$ cat config.mk
export PLATFORM = sky130hd
export DESIGN_NAME = ccrb_ctrl
export DESIGN_NICKNAME = d
export VERILOG_FILES = /design/src/ccrb_ctrl_dummy_unused.sv /design/src/ccrb_pkg.sv /design/src/ccrb_ctrl.sv
export SDC_FILE = /design/constraint.sdc
export NUM_CORES = 1
export LEC_CHECK = 0
export CAP_MARGIN = 10
export CORE_MARGIN = 5
export CORE_UTILIZATION = 25
export DETAILED_ROUTE_END_ITERATION = 8
export DONT_BUFFER_PORTS = 1
export PLACE_DENSITY_LB_ADDON = 0.15
export SLEW_MARGIN = 20
export SYNTH_ARGS = -nofsm -noshare
export SYNTH_HDL_FRONTEND = slang
export SYNTH_SLANG_ARGS = --single-unit
$ cat constraint.sdc
create_clock -name i_sys_clk -period 2 [get_ports i_sys_clk]
set_input_delay 0.2 -clock i_sys_clk [delete_from_list [all_inputs] [get_ports i_sys_clk]]
set_output_delay 0.2 -clock i_sys_clk [all_outputs]
set_load 0.03 [all_outputs]
$ cat src/ccrb_ctrl_dummy_unused.sv
`timescale 1ns/1ns
`default_nettype none
`default_nettype wire

$ cat src/ccrb_pkg.sv
package ccrb_pkg;

  // ************************************************************
  // register map and field layout
  // ************************************************************
  localparam int unsigned ADDR_W       = 8;
  localparam int unsigned DATA_W       = 16;
  localparam int unsigned CHAN_W       = 5;
  localparam int unsigned LOW_W        = 8;
  localparam logic [7:0]  CTL1_OFS     = 8'h00;
  localparam int unsigned BIT_RST      = 15;
  localparam int unsigned BIT_EN       = 14;
  localparam int unsigned BIT_BSY      = 13;
  localparam int unsigned CHN_LSB      = 8;
  localparam logic [7:0]  LOW_WMASK    = 8'hef;
  localparam logic [15:0] CTL1_RESET   = 16'h0000;

  // ************************************************************
  // timing
  // ************************************************************
  localparam int unsigned RST_LAT_CYC  = 2;
  localparam logic [1:0]  RST_HOLD     = 2'(RST_LAT_CYC - 1);
  localparam int unsigned CLR_W        = 4;
  localparam logic [3:0]  SEQ_CLR_CLKS = 4'h4;
  localparam logic [3:0]  SIM_CLR_CLKS = 4'he;

  // ************************************************************
  // types
  // ************************************************************
  typedef enum logic [1:0] {
    PH_IDLE   = 2'b00,
    PH_SAMPLE = 2'b01,
    PH_SETTLE = 2'b10
  } ccrb_phase_t;

  typedef struct packed {
    logic                enable;
    logic [LOW_W-1:0]    low;
    ccrb_phase_t         phase;
    logic [CHAN_W-1:0]   chan;
    logic                sim;
    logic [CLR_W-1:0]    clr_cnt;
    logic [1:0]          rst_cnt;
    logic [DATA_W-1:0]   rdata;
  } ccrb_state_t;

  localparam ccrb_state_t STATE_INIT = '{
    enable:  1'b0,
    low:     CTL1_RESET[7:0],
    phase:   PH_IDLE,
    chan:    5'h00,
    sim:     1'b0,
    clr_cnt: 4'h0,
    rst_cnt: 2'h0,
    rdata:   16'h0000
  };

endpackage : ccrb_pkg

$ cat src/ccrb_ctrl.sv
// Notes on behaviour
// - writing 1 to bit 15 returns all converter state to power-on values
// - master reset bit clears itself 2 clocks after the write; writing 0 does nothing
// - reading the master reset bit always gives 0
// - system reset also puts the converter module into its reset state
// - enable bit 14 at 0 stops conversions but keeps converter powered
// - busy flag bit 13 sets when a start-of-conversion is generated
// - sequencer may start a new sample only while busy shows available
// - busy clears 4 converter clocks after hold fall, 14 in simultaneous mode
// - bits 12-8 show channel in progress while busy, else last channel
`timescale 1ns/1ns
`default_nettype none

module ccrb_ctrl
  import ccrb_pkg::*;
(
  input  wire logic              i_sys_clk,
  input  wire logic              i_rst_n,
  input  wire logic [ADDR_W-1:0] i_addr,
  input  wire logic [DATA_W-1:0] i_wdata,
  input  wire logic              i_wr,
  input  wire logic              i_rd,
  output logic      [DATA_W-1:0] o_rdata,
  input  wire logic              i_soc_req,
  input  wire logic [CHAN_W-1:0] i_soc_chan,
  input  wire logic              i_sim_mode,
  input  wire logic              i_sh_fall,
  input  wire logic              i_conv_tick,
  output logic                   o_soc_ready,
  output logic                   o_soc_start,
  output logic                   o_busy,
  output logic      [CHAN_W-1:0] o_busy_chan,
  output logic                   o_enable,
  output logic      [LOW_W-1:0]  o_low_cfg,
  output logic                   o_module_rst_n
);

  // ************************************************************
  // helpers
  // ************************************************************
  function automatic logic [DATA_W-1:0] rd_word(input ccrb_state_t st);
    logic [DATA_W-1:0] w;
    w = '0;
    w[BIT_EN] = st.enable;
    w[BIT_BSY] = (st.phase != PH_IDLE);
    w[CHN_LSB +: CHAN_W] = st.chan;
    w[LOW_W-1:0] = st.low & LOW_WMASK;
    return w;
  endfunction : rd_word

  ccrb_state_t s_r;
  ccrb_state_t s_nxt;
  logic        ctl_wr;
  logic        soc_ready;

  assign ctl_wr    = i_wr && (i_addr == CTL1_OFS);
  // sampling is gated by enable, idle converter and no reset in flight
  assign soc_ready = s_r.enable && (s_r.phase == PH_IDLE) && (s_r.rst_cnt == 2'h0);

  // ************************************************************
  // next state
  // ************************************************************
  always_comb begin
    s_nxt = s_r;
    s_nxt.rdata = '0;
    case (s_r.phase)
      PH_IDLE: begin
        if (soc_ready && i_soc_req) begin
          s_nxt.phase = PH_SAMPLE;
          s_nxt.chan = i_soc_chan;
          s_nxt.sim = i_sim_mode;
        end
      end
      PH_SAMPLE: begin
        if (i_sh_fall) begin
          s_nxt.phase = PH_SETTLE;
          s_nxt.clr_cnt = s_r.sim ? SIM_CLR_CLKS : SEQ_CLR_CLKS;
        end
      end
      PH_SETTLE: begin
        if (i_conv_tick) begin
          s_nxt.clr_cnt = s_r.clr_cnt - 4'h1;
          if (s_r.clr_cnt == 4'h1) begin
            s_nxt.phase = PH_IDLE;
          end
        end
      end
      default: begin
        s_nxt.phase = PH_IDLE;
      end
    endcase
    if (s_r.rst_cnt != 2'h0) begin
      // hold the module in reset; writes during latency are dropped
      s_nxt = STATE_INIT;
      s_nxt.rst_cnt = s_r.rst_cnt - 2'h1;
    end else if (ctl_wr) begin
      if (i_wdata[BIT_RST]) begin
        s_nxt = STATE_INIT;
        s_nxt.rst_cnt = RST_HOLD;
      end else begin
        // busy and channel bits are not writable
        s_nxt.enable = i_wdata[BIT_EN];
        s_nxt.low = i_wdata[LOW_W-1:0] & LOW_WMASK;
      end
    end
    if (i_rd) begin
      if (i_addr == CTL1_OFS) begin
        s_nxt.rdata = rd_word(s_r);
      end else begin
        s_nxt.rdata = '0;
      end
    end
  end

  always_ff @(posedge i_sys_clk or negedge i_rst_n) begin
    if (!i_rst_n) begin
      s_r <= STATE_INIT;
    end else begin
      s_r <= s_nxt;
    end
  end

  // ************************************************************
  // outputs
  // ************************************************************
  assign o_rdata        = s_r.rdata;
  assign o_soc_ready    = soc_ready;
  assign o_soc_start    = soc_ready && i_soc_req;
  assign o_busy         = (s_r.phase != PH_IDLE);
  assign o_busy_chan    = s_r.chan;
  assign o_enable       = s_r.enable;
  assign o_low_cfg      = s_r.low & LOW_WMASK;
  assign o_module_rst_n = (s_r.rst_cnt == 2'h0);
endmodule : ccrb_ctrl

`default_nettype wire

==> impl_metrics.env <==
export IMPL_grt_pass1_vias=1131
export IMPL_port_buffers=0
export IMPL_crit_fanout=7
export IMPL_cp_required_ps=1800
export IMPL_cp_cell_sequence="or2_4, inv_2, and4_1, buf_6, buf_4"
export IMPL_synth_avg_cell_area_sq_um=11.0
export IMPL_ys_types=39
export IMPL_start_kind="register"
export IMPL_synth_ff_type="dfrtp_1"
export IMPL_cpPeakStageDelay_ps=400
export IMPL_irDropWorstVdd_mv=0.227
export IMPL_wl_per_cell_um=15.7
export IMPL_status="completed"
export IMPL_slew_violations=0
export IMPL_synthTopCellsByArea="dfrtp_1 49%, buf_4 12%, and3_1 4.1%, ha_1 4.1%, a22o_1 3.8%"
export IMPL_r2r_setup_slack_ps=310
export IMPL_gp_congestion=0.861
export IMPL_cts_buffers_inserted=5
export IMPL_route_detailed_drc=0
export IMPL_area_growth_pct=4.30
export IMPL_p_seq_share_pct=49.9
export IMPL_ys_seq_elements=36
export IMPL_fmax_ghz=0.551
export IMPL_setup_viol=0
export IMPL_core_area_sq_mm=0.00718
export IMPL_clkTransAtPathRegs_ps=70
export IMPL_yosysSeqAreaShare_pct=49.2
export IMPL_finalCritPeriodShare_pct=90.8
export IMPL_rsz0062_at_grt="false"
export IMPL_worstReg2RegStart="s_r[28]"
export IMPL_power_net_switching_uw=599
export IMPL_grt_ovfl_total=0
export IMPL_synth_top_area_share_pct=49.2
export IMPL_htree_levels=2
export IMPL_async_flop_share_pct=100
export IMPL_cts_tree="built"
export IMPL_vias=1091
export IMPL_die_y_um=95.6
export IMPL_synth_area_sq_mm=0.00183
export IMPL_fin_skew_ps=2.48
export IMPL_worst_hold_slack_ps=27.4
export IMPL_drt_wl_total_um=3950
export IMPL_dp_hpwl_um=3040
export IMPL_root_buffer="clkbuf_8"
export IMPL_critPathArrivalTime_ps=1620
export IMPL_nNetsFinal=194
export IMPL_ff2ff_path_depth=6
export IMPL_synth_largest_area_cell="dfrtp_1"
export IMPL_cp_startpoint="s_r[17]"
export IMPL_min_delay_start="i_wdata[15]"
export IMPL_yosys_warnings=0
export IMPL_crit_type="register to output port"
export IMPL_drtIter0Drc=27
export IMPL_grt_usage_pct=8.90
export IMPL_reg2reg_to="s_r[21]"
export IMPL_postCtsSetupBuffers=0
export IMPL_clk_latency_ps=280
export IMPL_antenna_found_initial=0
export IMPL_leakage_uw=0.000950
export IMPL_p_per_area_mw_per_mm2=969
export IMPL_initial_core_util_pct=25.5
export IMPL_clockBufferDepth=2
export IMPL_n_antenna_cell=0
export IMPL_grt_max_degree=37
export IMPL_dieArea_sq_mm=0.00914
export IMPL_p_int_uw=1250
export IMPL_ant_nets=0
export IMPL_first_pass_iters=4
export IMPL_cp_endpoint="o_soc_start"
export IMPL_max_slew_margin_pct=62.3
export IMPL_syn_instance_count=166
export IMPL_cts_sinks=36
export IMPL_tns_ps=0
export IMPL_viasPerCell=4.35
export IMPL_comb_power_share_pct=21.5
export IMPL_grt_pass1_wl_um=6000
export IMPL_hold_violations=0
export IMPL_synth_edf_count=0
export IMPL_clkPwrFrac_pct=28.6
export IMPL_rows=31
export IMPL_slowest_stage="dfrtp_1"
export IMPL_cap_violations=0
export IMPL_sw_frac_of_total_pct=32.4
export IMPL_io_pins=71
export IMPL_drive_gt1_share_pct=17.1
export IMPL_fin_crit_ps=1820
export IMPL_fp_dieW_um=95.6
export IMPL_hp_class="primary input to register"
export IMPL_worstSetupEndpointType="output port"
export IMPL_tightest_slew_ps=564
[cell usage after synthesis (all sizes together) (2+ instances only)]
cell,number
ha,6
a22oi,2
or4,2
nand2,7
and3,16
a22o,8
a21oi,3
nor4b,2
buf,31
nor3,2
nand2b,3
dfrtp,36
inv,9
mux2i,6
nor2,12
clkbuf,2
or3,2
[placed cells by master (no fill, tap or decap), types with 4 or more instances in the layout]
cell type / n
dfrtp_1: 36
and3_1: 12
nor2_1: 11
inv_1: 8
a22o_1: 8
nand2_1: 7
mux2i_1: 6
ha_1: 6
clkbuf_8: 6
buf_4: 5
and3_2: 4
[worst max-delay path: cells and delay by family (launching register included)]
family                 cells  cell delay [ps]
AND/OR/NAND/NOR            2              530
buffers and inverters      3              400
flip-flops                 1              400
[power groups by stage]
stage / Clock [uW] / Sequential (uW) / Combinational [uW]
2_1_floorplan: 0 / 862 / 397
3_3_place_gp: 0 / 934 / 378
3_5_place_dp: 0 / 938 / 381
4_1_cts: 555 / 925 / 405
5_1_grt: 580 / 939 / 457
6_report: 528 / 923 / 398
[cells by family (layout without fill, tap and decap cells)]
logic type,count (synthesis),in the layout,share of synthesized area (%)
buf+inv,42,26,14.8
fa+ha+maj,6,6,4.10
compound gates,23,23,9.63
simple gates,51,51,18.2
mux,7,7,3.89
flops,36,36,49.2
other cells,1,3,0.205
[worst min-delay path by stage]
| stage | endpoint | slack, ps | cells past startpoint |
|---|---|---|---|
| 2_1_floorplan | o_busy_chan[0] | -100 | 0 |
| 3_3_place_gp | s_r[19] | -90 | 0 |
| 3_5_place_dp | s_r[19] | -90 | 0 |
| 4_1_cts | s_r[29] | 20 | 1 |
| 5_1_grt | s_r[29] | 30 | 1 |
| 6_report | s_r[29] | 30 | 1 |
[metal layers]
layer	wire length (um)	part of all wire (%)	track usage (%)	vias up
met3	406	10	3.71	10
met1	1540	39	10.0	510
met5	0	0	0	-
met4	165	4.2	6.04	0
met2	1840	47	13.6	57
li1	-	-	-	514
[timing repair]
item                                    4_1_cts  5_1_grt
endpoints found under the hold margin        37        0
endpoints found under the setup margin        1        1
hold buffers                                  3        0
gates resized for setup                       1        2
[per-stage QoR]
stage | instance area (sq um) | worst slack [ps] | util, % | std cells | total power [uW]
3_3_place_gp | 1770 | 281 | 24.7 | 240 | 1310
5_1_grt | 1910 | 79.1 | 26.6 | 251 | 1980
6_report | 1910 | 184 | 26.6 | 251 | 1850
4_1_cts | 1900 | 43.5 | 26.5 | 251 | 1880
2_1_floorplan | 1840 | 233 | - | 168 | 1260
3_5_place_dp | 1770 | 279 | 24.7 | 240 | 1320
[final cells by class]
type                       instances  area [sq um]
timing repair buffer               9          88.8
clock inverter                     1          7.51
tap                               99           124
fill                             748          5270
sequential                        36           901
clock buffer                       7          86.3
multi-input combinational         90           669
inverter                           9          33.8
[sequential cells by signal, indices dropped and copies added (netlist names)]
signal       count
o_rdata         14
s_r              9
o_low_cfg        7
o_busy_chan      5
o_enable         1
(Power assumes the default switching activity.)
